===== src/eps_pkg.sv =====
// Package with register map, field layout and timing constants for the PWM block
// Summary of operation
// Selector codes pick timer pairs 1/2, 3/4, 5/6
// Select reg A: ch3 7-6, ch2 4-3, ch1 1-0
// Select reg B: ch5 3-2, ch4 1-0
// Auto restart: status clears when fault ends
// Manual restart: status held until software clears
// Source 000 off, 001/010/011 comparator triggers
// Source 1xx adds low fault pin trigger
// A/C shutdown level: 0, 1 or tri-state
// B/D shutdown level from bits 1-0
// Sync enable gates comparator trigger by timer1
// Restart enable bit picks auto or software restart
// Delay count holds off active edge per cycle
// Steering change at period start or next cycle
// Steering bits route PWM with polarity to pins
// Steering only in PWM single-output configuration
// Steering bits 7-5 read zero, ignore writes
// Mode low bits set active-low for A/C, B/D
// Output config: single, forward, half, reverse
// Resume driving at next PWM period start
package eps_pkg;
    // Register byte addresses
    localparam logic [7:0] ADDR_TSEL_A = 8'h00;
    localparam logic [7:0] ADDR_TSEL_B = 8'h04;
    localparam logic [7:0] ADDR_SHDN   = 8'h08;
    localparam logic [7:0] ADDR_RSTDLY = 8'h0c;
    localparam logic [7:0] ADDR_STEER  = 8'h10;
    localparam logic [7:0] ADDR_MODE   = 8'h14;
    localparam logic [7:0] ADDR_IRQST  = 8'h18;
    localparam logic [7:0] ADDR_IRQMSK = 8'h1c;
    // Writable masks and reset values
    localparam logic [7:0] MASK_TSEL_A = 8'hdb;
    localparam logic [7:0] MASK_TSEL_B = 8'h0f;
    localparam logic [7:0] MASK_STEER  = 8'h1f;
    localparam logic [7:0] RST_STEER   = 8'h01;
    localparam logic [7:0] RST_ZERO    = 8'h00;
    // Field positions
    localparam int SHDN_STAT_BIT = 7;
    localparam int RST_EN_BIT    = 7;
    localparam int STEER_SYNC    = 4;
    // Source select codes
    localparam logic [2:0] SRC_OFF = 3'h0;
    localparam logic [2:0] SRC_C1  = 3'h1;
    localparam logic [2:0] SRC_C2  = 3'h2;
    localparam logic [2:0] SRC_C12 = 3'h3;
    // Pin state, mode and output configuration codes
    localparam logic [1:0] PSS_LOW  = 2'h0;
    localparam logic [1:0] PSS_HIGH = 2'h1;
    localparam logic [1:0] PWM_MODE = 2'h3;
    localparam logic [1:0] CFG_SING = 2'h0;
    localparam logic [1:0] CFG_FWD  = 2'h1;
    localparam logic [1:0] CFG_HALF = 2'h2;
    localparam logic [1:0] CFG_REV  = 2'h3;
    // Instruction cycle is four oscillator periods
    localparam int OSC_PER_CYC = 4;
    localparam logic [1:0] CYC_LAST = 2'(OSC_PER_CYC - 1);
    // Interrupt status bits
    localparam int IRQ_SHDN = 0;
    localparam int IRQ_PER  = 1;
    // Auto-shutdown register layout
    typedef struct packed {
        logic       stat;
        logic [2:0] src;
        logic [1:0] pss_ac;
        logic [1:0] pss_bd;
    } eps_shdn_t;
    // Unit mode register layout
    typedef struct packed {
        logic [1:0] cfg;
        logic [1:0] dcb;
        logic [1:0] mode_hi;
        logic [1:0] pol;
    } eps_mode_t;
    // Restart state
    typedef enum logic [1:0] {
        ST_RUN  = 2'b00,
        ST_SHDN = 2'b01,
        ST_WAIT = 2'b10
    } eps_state_t;
endpackage : eps_pkg


===== src/eps_top.sv =====
// Enhanced PWM shutdown, delay and steering logic with APB registers
`timescale 1ns/1ns
module eps_top (
    input  wire logic       clk,
    input  wire logic       sys_rst,
    input  wire logic       psel,
    input  wire logic       penable,
    input  wire logic       pwrite,
    input  wire logic [7:0] paddr,
    input  wire logic [31:0] pwdata,
    output logic      [31:0] prdata,
    output logic             pready,
    output logic             pslverr,
    input  wire logic       pwm_raw,        // Core PWM waveform
    input  wire logic       period_start,   // Pulse at PWM period start
    input  wire logic       timer1_tick,    // Timer1 sync strobe
    input  wire logic       comparator1_result,
    input  wire logic       comparator2_result,
    input  wire logic       comparator1_sync_en,
    input  wire logic       comparator2_sync_en,
    input  wire logic       fault_input,    // Low level is a fault
    input  wire logic [3:0] port_out,       // Port latch values
    input  wire logic [3:0] port_oe,        // Port output enables
    output logic      [3:0] pin_out,        // Pin order d,c,b,a
    output logic      [3:0] pin_oe,
    output logic      [9:0] timebase_sel,   // ch5..ch1 selectors
    output logic            irq
);
    // Register storage
    logic [7:0]           tsel_a_ff;
    logic [7:0]           tsel_b_ff;
    eps_pkg::eps_shdn_t   shdn_ff;
    logic [7:0]           rstdly_ff;
    logic [7:0]           steer_ff;
    logic [3:0]           steer_act_ff;
    eps_pkg::eps_mode_t   mode_ff;
    logic [1:0]           irq_st_ff;
    logic [1:0]           irq_msk_ff;
    eps_pkg::eps_state_t  st_ff;
    logic [1:0]           cyc_ff;        // Instruction cycle divider
    logic                 c1s_ff;        // Timer1-synced comparators
    logic                 c2s_ff;
    logic [6:0]           dly_ff;        // Active-edge delay counter
    logic                 pwm_d_ff;      // Delayed waveform
    logic                 pwm_q_ff;      // Previous raw sample
    logic [31:0]          prdata_ff;
    logic                 pready_ff;
    logic [3:0]           pin_out_ff;
    logic [3:0]           pin_oe_ff;
    logic                 irq_ff;

    // Bus decode
    wire       acc    = psel && penable && pready_ff;
    wire       wr     = acc && pwrite;
    // Read data is captured one edge before pready is seen high
    wire       rd     = psel && penable && !pready_ff && !pwrite;
    wire [7:0] wd     = pwdata[7:0];
    wire       cyc_en = (cyc_ff == eps_pkg::CYC_LAST);
    wire       wr_shdn = wr && (paddr == eps_pkg::ADDR_SHDN);
    wire       wr_steer = wr && (paddr == eps_pkg::ADDR_STEER);

    // Comparator source selection
    wire c1_eff = comparator1_sync_en ? c1s_ff : comparator1_result;
    wire c2_eff = comparator2_sync_en ? c2s_ff : comparator2_result;
    // Comparator triggers
    wire [2:0] src = shdn_ff.src;
    wire cmp_trig = (src[1:0] == eps_pkg::SRC_C1[1:0] && c1_eff) ||
                    (src[1:0] == eps_pkg::SRC_C2[1:0] && c2_eff) ||
                    (src[1:0] == eps_pkg::SRC_C12[1:0] &&
                     (c1_eff || c2_eff));
    // Fault pin trigger
    wire fault  = (src != eps_pkg::SRC_OFF) &&
                  (cmp_trig || (src[2] && !fault_input));
    wire auto_rs = rstdly_ff[eps_pkg::RST_EN_BIT];

    // Software clear of the status bit (manual restart only)
    wire sw_clr = wr_shdn && !wd[eps_pkg::SHDN_STAT_BIT];

    // Status bit next value, set wins over clear
    wire nxt_stat = fault || (!auto_rs && !sw_clr && shdn_ff.stat);

    // Steering active only in PWM single output
    wire is_pwm   = (mode_ff.mode_hi == eps_pkg::PWM_MODE);
    wire steer_ok = is_pwm && (mode_ff.cfg == eps_pkg::CFG_SING);

    // Polarity per pin pair
    wire w_ac = pwm_d_ff ^ mode_ff.pol[1];
    wire w_bd = pwm_d_ff ^ mode_ff.pol[0];
    wire i_ac = mode_ff.pol[1];
    wire i_bd = mode_ff.pol[0];

    // Waveform per output configuration
    logic [3:0] drv_val;
    logic [3:0] drv_en;
    always_comb begin
        drv_val = port_out;
        drv_en  = port_oe;
        if (is_pwm) begin
            case (mode_ff.cfg)
                // Steered single output
                eps_pkg::CFG_SING: begin
                    drv_val = {steer_act_ff[3] ? w_bd : port_out[3],
                               steer_act_ff[2] ? w_ac : port_out[2],
                               steer_act_ff[1] ? w_bd : port_out[1],
                               steer_act_ff[0] ? w_ac : port_out[0]};
                    drv_en  = steer_act_ff | port_oe;
                end
                // D modulated, A active
                eps_pkg::CFG_FWD: begin
                    drv_val = {w_bd, i_ac, i_bd, !i_ac};
                    drv_en  = 4'hf;
                end
                // A and B complementary
                eps_pkg::CFG_HALF: begin
                    drv_val = {port_out[3:2], !w_bd, w_ac};
                    drv_en  = {port_oe[3:2], 2'h3};
                end
                // B modulated, C active
                eps_pkg::CFG_REV: begin
                    drv_val = {i_bd, !i_ac, w_bd, i_ac};
                    drv_en  = 4'hf;
                end
                default: drv_en = port_oe;
            endcase
        end
    end

    // Shutdown pin levels
    wire [1:0] ac = shdn_ff.pss_ac;
    wire [1:0] bd = shdn_ff.pss_bd;
    wire [3:0] sd_val = {bd[0], ac[0], bd[0], ac[0]};
    wire [3:0] sd_en  = {!bd[1], !ac[1], !bd[1], !ac[1]};
    wire       held   = (st_ff != eps_pkg::ST_RUN) && is_pwm;

    // Read mux
    wire [7:0] rsel =
        (paddr == eps_pkg::ADDR_TSEL_A)  ? tsel_a_ff :
        (paddr == eps_pkg::ADDR_TSEL_B)  ? tsel_b_ff :
        (paddr == eps_pkg::ADDR_SHDN)    ? shdn_ff :
        (paddr == eps_pkg::ADDR_RSTDLY)  ? rstdly_ff :
        (paddr == eps_pkg::ADDR_STEER)   ? steer_ff :
        (paddr == eps_pkg::ADDR_MODE)    ? mode_ff :
        (paddr == eps_pkg::ADDR_IRQST)   ? {6'h00, irq_st_ff} :
        (paddr == eps_pkg::ADDR_IRQMSK)  ? {6'h00, irq_msk_ff} : 8'h00;

    // Interrupt events; a read clears what it captured
    wire [1:0] ev = {period_start, fault && !shdn_ff.stat};
    wire [1:0] nxt_irq_st = ev |
        ((rd && paddr == eps_pkg::ADDR_IRQST) ? 2'h0 : irq_st_ff);

    // Bus answer: one wait state per access
    always_ff @(posedge clk or posedge sys_rst) begin
        if (sys_rst) begin
            pready_ff <= 1'b0;
            prdata_ff <= 32'h0;
        end else begin
            pready_ff <= psel && penable && !pready_ff;
            prdata_ff <= rd ? {24'h0, rsel} : 32'h0;
        end
    end

    // Configuration registers
    always_ff @(posedge clk or posedge sys_rst) begin
        if (sys_rst) begin
            tsel_a_ff  <= eps_pkg::RST_ZERO;
            tsel_b_ff  <= eps_pkg::RST_ZERO;
            rstdly_ff  <= eps_pkg::RST_ZERO;
            steer_ff   <= eps_pkg::RST_STEER;
            mode_ff    <= eps_pkg::RST_ZERO;
            irq_msk_ff <= 2'h0;
        end else if (wr) begin
            // Unused bits of select A stay zero
            if (paddr == eps_pkg::ADDR_TSEL_A)
                tsel_a_ff <= wd & eps_pkg::MASK_TSEL_A;
            // Upper nibble of select B stays zero
            if (paddr == eps_pkg::ADDR_TSEL_B)
                tsel_b_ff <= wd & eps_pkg::MASK_TSEL_B;
            // Restart enable and delay count
            if (paddr == eps_pkg::ADDR_RSTDLY)
                rstdly_ff <= wd;
            // Steering upper bits ignore writes
            if (wr_steer)
                steer_ff <= wd & eps_pkg::MASK_STEER;
            if (paddr == eps_pkg::ADDR_MODE)
                mode_ff <= wd;
            if (paddr == eps_pkg::ADDR_IRQMSK)
                irq_msk_ff <= wd[1:0];
        end
    end

    // Shutdown register and interrupt status
    always_ff @(posedge clk or posedge sys_rst) begin
        if (sys_rst) begin
            shdn_ff   <= eps_pkg::RST_ZERO;
            irq_st_ff <= 2'h0;
            irq_ff    <= 1'b0;
        end else begin
            shdn_ff.stat <= nxt_stat;
            if (wr_shdn)
                {shdn_ff.src, shdn_ff.pss_ac, shdn_ff.pss_bd} <= wd[6:0];
            irq_st_ff <= nxt_irq_st;
            irq_ff    <= |(nxt_irq_st & irq_msk_ff);
        end
    end

    // Restart waits for the next period start
    always_ff @(posedge clk or posedge sys_rst) begin
        if (sys_rst) begin
            st_ff <= eps_pkg::ST_RUN;
        end else begin
            case (st_ff)
                eps_pkg::ST_RUN:
                    if (nxt_stat) st_ff <= eps_pkg::ST_SHDN;
                eps_pkg::ST_SHDN:
                    if (!nxt_stat) st_ff <= eps_pkg::ST_WAIT;
                eps_pkg::ST_WAIT:
                    if (nxt_stat) st_ff <= eps_pkg::ST_SHDN;
                    else if (period_start) st_ff <= eps_pkg::ST_RUN;
                default: st_ff <= eps_pkg::ST_RUN;
            endcase
        end
    end

    // Instruction cycle divider and timer1 comparator sync
    always_ff @(posedge clk or posedge sys_rst) begin
        if (sys_rst) begin
            cyc_ff <= 2'h0;
            c1s_ff <= 1'b0;
            c2s_ff <= 1'b0;
        end else begin
            cyc_ff <= cyc_ff + 2'h1;
            // Resample comparators on timer1 strobe
            if (timer1_tick) begin
                c1s_ff <= comparator1_result;
                c2s_ff <= comparator2_result;
            end
        end
    end

    // Delay the rising edge by the count in cycles
    always_ff @(posedge clk or posedge sys_rst) begin
        if (sys_rst) begin
            dly_ff   <= 7'h0;
            pwm_d_ff <= 1'b0;
            pwm_q_ff <= 1'b0;
        end else begin
            pwm_q_ff <= pwm_raw;
            if (!pwm_raw) begin
                pwm_d_ff <= 1'b0;
                dly_ff   <= 7'h0;
            end else if (!pwm_q_ff) begin
                dly_ff   <= rstdly_ff[6:0];
                pwm_d_ff <= (rstdly_ff[6:0] == 7'h0);
            end else if (dly_ff != 7'h0) begin
                if (cyc_en) dly_ff <= dly_ff - 7'h1;
            end else begin
                pwm_d_ff <= 1'b1;
            end
        end
    end

    // Steering takes effect at period or cycle boundary
    always_ff @(posedge clk or posedge sys_rst) begin
        if (sys_rst) begin
            steer_act_ff <= eps_pkg::RST_ZERO[3:0];
        end else if (!steer_ok) begin
            steer_act_ff <= 4'h0;
        end else if (steer_ff[eps_pkg::STEER_SYNC] ? period_start
                                                   : cyc_en) begin
            steer_act_ff <= steer_ff[3:0];
        end
    end

    // Registered pins: shutdown levels override waveform
    always_ff @(posedge clk or posedge sys_rst) begin
        if (sys_rst) begin
            pin_out_ff <= 4'h0;
            pin_oe_ff  <= 4'h0;
        end else begin
            pin_out_ff <= held ? sd_val : drv_val;
            pin_oe_ff  <= held ? sd_en : drv_en;
        end
    end

    // Selector codes exported to the timer muxes
    assign timebase_sel = {tsel_b_ff[3:0], tsel_a_ff[7:6],
                           tsel_a_ff[4:3], tsel_a_ff[1:0]};
    assign prdata  = prdata_ff;
    assign pready  = pready_ff;
    assign pslverr = 1'b0 ;
    assign pin_out = pin_out_ff;
    assign pin_oe  = pin_oe_ff;
    assign irq     = irq_ff;

    // Fault with status clear: set must win
    property p_set_wins;
        @(posedge clk) disable iff (sys_rst)
        fault |=> shdn_ff.stat;
    endproperty
    a_set_wins: assert property (p_set_wins)
        else $error("fault did not set status");
    // Manual restart holds status
    property p_hold;
        @(posedge clk) disable iff (sys_rst)
        (shdn_ff.stat && !auto_rs && !sw_clr) |=> shdn_ff.stat;
    endproperty
    a_hold: assert property (p_hold)
        else $error("status dropped without software");
    // Auto restart clears status
    property p_auto;
        @(posedge clk) disable iff (sys_rst)
        (shdn_ff.stat && auto_rs && !fault) |=> !shdn_ff.stat;
    endproperty
    a_auto: assert property (p_auto)
        else $error("auto restart did not clear");
    // Shutdown drives programmed A level
    property p_sd_a;
        @(posedge clk) disable iff (sys_rst)
        held |=> (pin_oe_ff[0] == !$past(ac[1])) &&
                 (!pin_oe_ff[0] || pin_out_ff[0] == $past(ac[0]));
    endproperty
    a_sd_a: assert property (p_sd_a)
        else $error("bad A shutdown level");
    // Shutdown drives programmed B enable
    property p_sd_b;
        @(posedge clk) disable iff (sys_rst)
        held |=> pin_oe_ff[1] == !$past(bd[1]);
    endproperty
    a_sd_b: assert property (p_sd_b)
        else $error("bad B shutdown enable");
    // Source off never triggers
    property p_off;
        @(posedge clk) disable iff (sys_rst)
        (src == eps_pkg::SRC_OFF) |-> !fault;
    endproperty
    a_off: assert property (p_off)
        else $error("shutdown with source off");
    // Fault pin low triggers for source 1xx
    property p_flt;
        @(posedge clk) disable iff (sys_rst)
        (src[2] && !fault_input) |-> fault;
    endproperty
    a_flt: assert property (p_flt)
        else $error("fault pin ignored");
    // Steering upper bits stay zero
    property p_steer;
        @(posedge clk) disable iff (sys_rst)
        wr_steer |=> steer_ff[7:5] == 3'h0;
    endproperty
    a_steer: assert property (p_steer)
        else $error("steering upper bits set");
    // Outside steerable mode nothing is steered
    property p_steer_ok;
        @(posedge clk) disable iff (sys_rst)
        !steer_ok |=> steer_act_ff == 4'h0;
    endproperty
    a_steer_ok: assert property (p_steer_ok)
        else $error("steering outside single PWM");
    // Resume only at period start
    property p_resume;
        @(posedge clk) disable iff (sys_rst)
        (st_ff == eps_pkg::ST_WAIT && !period_start) |=>
            st_ff != eps_pkg::ST_RUN;
    endproperty
    a_resume: assert property (p_resume)
        else $error("resumed mid period");
endmodule : eps_top


===== config.mk =====
export PLATFORM = sky130hd
export DESIGN_NAME = eps_top
export DESIGN_NICKNAME = d
export VERILOG_FILES = /design/src/eps_pkg.sv /design/src/eps_top.sv
export SDC_FILE = /design/constraint.sdc
export NUM_CORES = 1
export LEC_CHECK = 0
export BUFFER_PORTS_ARGS = -buffer_cell sky130_fd_sc_hd__buf_2
export CORE_MARGIN = 2
export CORE_UTILIZATION = 50
export CTS_BUF_LIST = sky130_fd_sc_hd__clkbuf_8
export CTS_CLUSTER_SIZE = 25
export DETAILED_ROUTE_END_ITERATION = 16
export GPL_TIMING_DRIVEN = 0
export PLACE_DENSITY = 0.87
export SLEW_MARGIN = 30
export SYNTH_ARGS = -nofsm -noshare
export SYNTH_HDL_FRONTEND = slang
export SYNTH_SLANG_ARGS = --single-unit

===== constraint.sdc =====
create_clock -name clk -period 2.62 [get_ports clk]
set_input_delay 0.262 -clock clk [delete_from_list [all_inputs] [get_ports clk]]
set_output_delay 0.262 -clock clk [all_outputs]
set_load 0.005 [all_outputs]

# Yosys cells after proc, flatten, opt, wreduce, memory -nomap -nowiden
# Cells that the tools add are included.
# op_classes
addsub	2
n_eq_ne	24
n_mux	37
bitwise	5
reduce_logical	52
# ops
cell	count
two-way mux 8 bit	7
equality test 8 x 5 -> 1 bit, second input constant	4
two-way mux 7 bit	4
two-way mux 4 bit	6
logical AND 1 bit	19
equality test 8 x 4 -> 1 bit, second input constant	2
case mux 4 bit (4 select lines)	1
equality test 2 bit, second input constant	7
two-way mux 2 bit	7
AND reduction 2 bit	7
case mux 4 bit (3 select lines)	1
zero test 1 bit	11
two-way mux 1 bit	10
equality test 8 x 3 -> 1 bit, second input constant	1
zero test 8 bit	1
zero test 7 bit	1
nonzero test 7 bit	1
subtractor 7 x 1 -> 7 bit, second input constant	1
equality test 2 x 1 -> 1 bit, second input constant	3
inequality test 3 x 2 -> 1 bit, second input constant	2
inequality test 3 bit, second input constant	2
case mux 2 bit (3 select lines)	1
logical OR 1 bit	5
zero test 2 bit	2
other kinds (11)	14
# totals
register_bits	80
elab_cells	147

# Longest topological paths before layout
# depth
word_depth	11
ltp_mapped	7

# Worst setup path before layout
# No wires, ideal clock.
# synth_path
path_type	flip-flop to flip-flop
startpoint	register dly_ff[0]
endpoint	register dly_ff[1]
setup_time_ns	0.077
arrival_time_ns	2.141
required_ns	2.543
path_slack_ns	0.402
path_stages_with_launch	8
path_cell_list	dfrtp_1 > inv_1 > ha_1 > or4b_2 > clkbuf_1 > o31ai_1 > mux2_2 > a21oi_1
# synth_via
elab_chain_len	5
word_cells_on_any_way	8
cone_classes	1 x add/sub; 1 x eq/ne; 4 x mux; 2 x reduce/logical
# synth_rtl
element	line_no	source
start: declaration	eps_top.sv:43	logic [6:0] dly_ff;
start signal: assignment	eps_top.sv:252	dly_ff <= rstdly_ff[6:0];
start signal: assignment	eps_top.sv:255	if (cyc_en) dly_ff <= dly_ff - 7'h1;
subtractor 7 x 1 -> 7 bit	eps_top.sv:255	
two-way mux 7 bit	eps_top.sv:255	
two-way mux 7 bit	eps_top.sv:254	end else if (dly_ff != 7'h0) begin
two-way mux 7 bit	eps_top.sv:251	end else if (!pwm_q_ff) begin
two-way mux 7 bit	eps_top.sv:248	if (!pwm_raw) begin
# Several ways; a longest one is shown, not always the timed one. The select of a mux whose other input is x is not followed.
# A chain may end at the register's enable or synchronous reset.

# Worst setup path in the final report
# Same ends and word-level chain as after synthesis.

==> flow_metrics.env <==
export IMPL_peakVddDrop_mv=0.234
export IMPL_p_leak_nw=2.51
export IMPL_synth_adder_area_share_pct=0.874
export IMPL_initial_core_util_pct=52.0
export IMPL_layout_drive_gt1_share_pct=34.5
export IMPL_design_core_area_um2=8260
export IMPL_hold_violations=0
export IMPL_ys_warn_count=0
export IMPL_finalClockSkew_ps=9.21
export IMPL_synth_top_family_by_area="multiplexers"
export IMPL_dp_cells=592
export IMPL_netlist_instances=399
export IMPL_ys_seq_elements=80
export IMPL_synth_compound_area_share_pct=12.1
export IMPL_worst_pin_slew_ps=734
export IMPL_design_die_area_um2=9350
export IMPL_endpoint_kind="flop"
export IMPL_vias=3458
export IMPL_num_rows=33
export IMPL_path_max_fanout=7
export IMPL_maxSlewViolCount=0
export IMPL_yosys_area_top_type_share_pct=46.0
export IMPL_p_total_mw=2.36
export IMPL_startpoint_type="flop"
export IMPL_clock_sinks=80
export IMPL_path_clk_slew_ps=90
export IMPL_fill_cells=709
export IMPL_grt_util_all_layers_pct=22.4
export IMPL_io_buffers=63
export IMPL_syn_area_per_cell_um2=10.8
export IMPL_cap_violations=0
export IMPL_gr_total_overflow=0
export IMPL_final_common_cell="dfrtp_1"
export IMPL_path_cells="inv_1 -> ha_1 -> or4b_2 -> clkbuf_1 -> o31ai_1 -> mux2_2 -> a21oi_1"
export IMPL_wl_per_cell_um=16.9
export IMPL_hpwl_mm=7.68
export IMPL_dpl_cell_area_um2=4860
export IMPL_synth_edf_count=0
export IMPL_clockBufferDepth=2
export IMPL_die_y_um=96.7
export IMPL_io_pins=114
export IMPL_cts_buffers=9
export IMPL_cp_data_required_time_ps=2910
export IMPL_fin_util_pct=61.2
export IMPL_viasPerCell=5.68
export IMPL_tns_ps=0
export IMPL_worstHoldStart="pwm_raw"
export IMPL_mappedNetlistArea_um2=4300
export IMPL_cts_setup_buffers=0
export IMPL_status="completed"
export IMPL_grt_pass1_vias=3342
export IMPL_ant_nets=0
export IMPL_hp_class="primary input to flop"
export IMPL_post_cts_resized=0
export IMPL_critPathArrivalTime_ps=2700
export IMPL_synth_mux_area_share_pct=17.1
export IMPL_max_freq_mhz=415
export IMPL_wl_mm=10.3
export IMPL_r2r_start="dly_ff[0]"
export IMPL_whs_ps=84.6
export IMPL_antenna_cells=0
export IMPL_synth_distinct_cells=60
export IMPL_stdcell_area_um2=5050
export IMPL_cp_startpoint="dly_ff[0]"
export IMPL_finalNonFillerCells=609
export IMPL_min_period_over_period_pct=92.0
export IMPL_synthTopCellsByArea="dfrtp_1, mux2_2, buf_4, o21ai_0, mux2i_1"
export IMPL_htreeDepth=3
export IMPL_pre_cts_ws_ps=223
export IMPL_gp_congestion=0.972
export IMPL_multiInputGateArea_um2=2060
export IMPL_syn2layout_area_growth_pct=17.6
export IMPL_post_route_drc_count=0
export IMPL_antenna_found_initial=0
export IMPL_async_reset_ff_share_pct=100
export IMPL_synth_top_area_cell="dfrtp_1"
export IMPL_yosysSeqAreaShare_pct=46.6
export IMPL_final_seq_area_um2=2000
export IMPL_synth_flop_cell="dfrtp_1"
export IMPL_finalWorstSetupSlack_ps=209
export IMPL_nNetsFinal=563
export IMPL_slowest_delay_ps=570
export IMPL_die_x_um=96.7
export IMPL_path_class="flop to flop"
export IMPL_power_density_nw_per_um2=466
export IMPL_fin_crit_ps=2410
export IMPL_final_cell_mix="dfrtp_1, buf_2, mux2_2"
export IMPL_slowest_stage="or4b_2"
export IMPL_drt_iter0_drc=155
export IMPL_grt_pass1_wl_mm=16.9
export IMPL_rsz0062_at_grt="no"
export IMPL_cts_tree="built"
export IMPL_synth_simple_gate_area_share_pct=14.5
export IMPL_synth_xor_area_share_pct=1.02
export IMPL_setup_viol=0
export IMPL_clock_root_buffer="clkbuf_8"
export IMPL_dr_pass1_iters=4
export IMPL_grt_max_degree=46
export IMPL_clock_latency_ps=360
export IMPL_relSlewSlack_pct=50.7
## where the power goes
part | internal (mW) | leakage [nW] | total, mW | switching [mW]
Sequential | 1.26 | 1.06 | 1.28 | 0.0200
Combinational | 0.104 | 1.36 | 0.242 | 0.138
Clock | 0.352 | 0.0898 | 0.835 | 0.483
Total | 1.71 | 2.51 | 2.36 | 0.641
## final cells by class
type                       count  share of cell area [%]
multi-input combinational    287                    40.8
sequential                    80                    39.7
timing repair buffer          65                    6.84
buffer                        45                    5.62
tap                          105                    2.60
clock buffer                   9                    2.45
clock inverter                 7                    1.11
inverter                      11                   0.867
## critical path, delay by kind of cell, from the launching register on
kind,cells,cell delay (ps)
buffers and inverters,2,310
muxes,1,380
adders and majority gates,1,140
and+or+nand+nor,1,570
AOI/OAI and AO/OA,2,520
DFF,1,410
## layer usage
metal  track usage (%)  vias to the layer above  routed length [um]
met3              4.41                       21                 749
met2              37.7                      153                5080
met1              29.7                     1682                4280
met5                 0                        -                   0
li1                  -                     1602                   -
met4              5.96                        0                 174
## timing repair
action | CTS | global route
endpoints found under the hold margin | 43 | 0
hold buffers | 1 | 0
setup endpoints to repair | 0 | 0
## worst paths after layout
check	depth (start not counted)	slack, ps	end
max in group asynchronous	4	1520	pready
min in group asynchronous	3	500	pin_out[0]
hold reg to reg	1	450	cyc_ff[0]
hold / removal	1	80	pwm_q_ff
setup reg to reg	7	210	dly_ff[1]
setup / recovery	7	210	dly_ff[1]
## sequential cells by signal, summed over array words and instances (netlist names), 2 cells and up
| signal | count |
|---|---|
| prdata | 8 |
| bd | 2 |
| tsel_b_ff | 4 |
| ac | 2 |
| st_ff | 2 |
| steer_act_ff | 4 |
| pin_oe | 4 |
| irq_st_ff | 2 |
| cyc_ff | 2 |
| pin_out | 4 |
| tsel_a_ff | 6 |
| steer_ff | 5 |
| rstdly_ff | 8 |
| irq_msk_ff | 2 |
| mode_ff | 6 |
| dly_ff | 7 |
| src | 3 |
## cell usage after synthesis, types with 3 or more instances
| library cell | count |
|---|---|
| nor2b_1 | 8 |
| a22oi_1 | 4 |
| inv_1 | 10 |
| a22o_1 | 4 |
| nand3b_1 | 3 |
| o211ai_1 | 3 |
| nor3_1 | 11 |
| mux2i_1 | 12 |
| ha_1 | 3 |
| and2_1 | 3 |
| buf_2 | 5 |
| buf_4 | 25 |
| xor2_1 | 4 |
| nor4_1 | 5 |
| nand2b_1 | 6 |
| nor2_1 | 24 |
| nor3b_1 | 4 |
| a31oi_1 | 5 |
| nand3_1 | 10 |
| o22ai_1 | 3 |
| o21ai_0 | 25 |
| clkbuf_1 | 12 |
| dfrtp_1 | 79 |
| nand2_1 | 14 |
| mux2_2 | 44 |
| nand4_1 | 7 |
| mux2_4 | 8 |
| a21oi_1 | 15 |
## cells by family (layout without fill, tap and decap cells)
logic type | count (synthesis) | count (layout)
buffers and inverters | 56 | 137
AND/OR/NAND/NOR | 110 | 110
multiplexers | 64 | 64
flip-flops | 80 | 80
adder cells (fa/ha/maj) | 3 | 3
AO/OA/AOI/OAI | 80 | 80
other | 1 | 25
XOR/XNOR | 5 | 5
(Power assumes the default switching activity.)
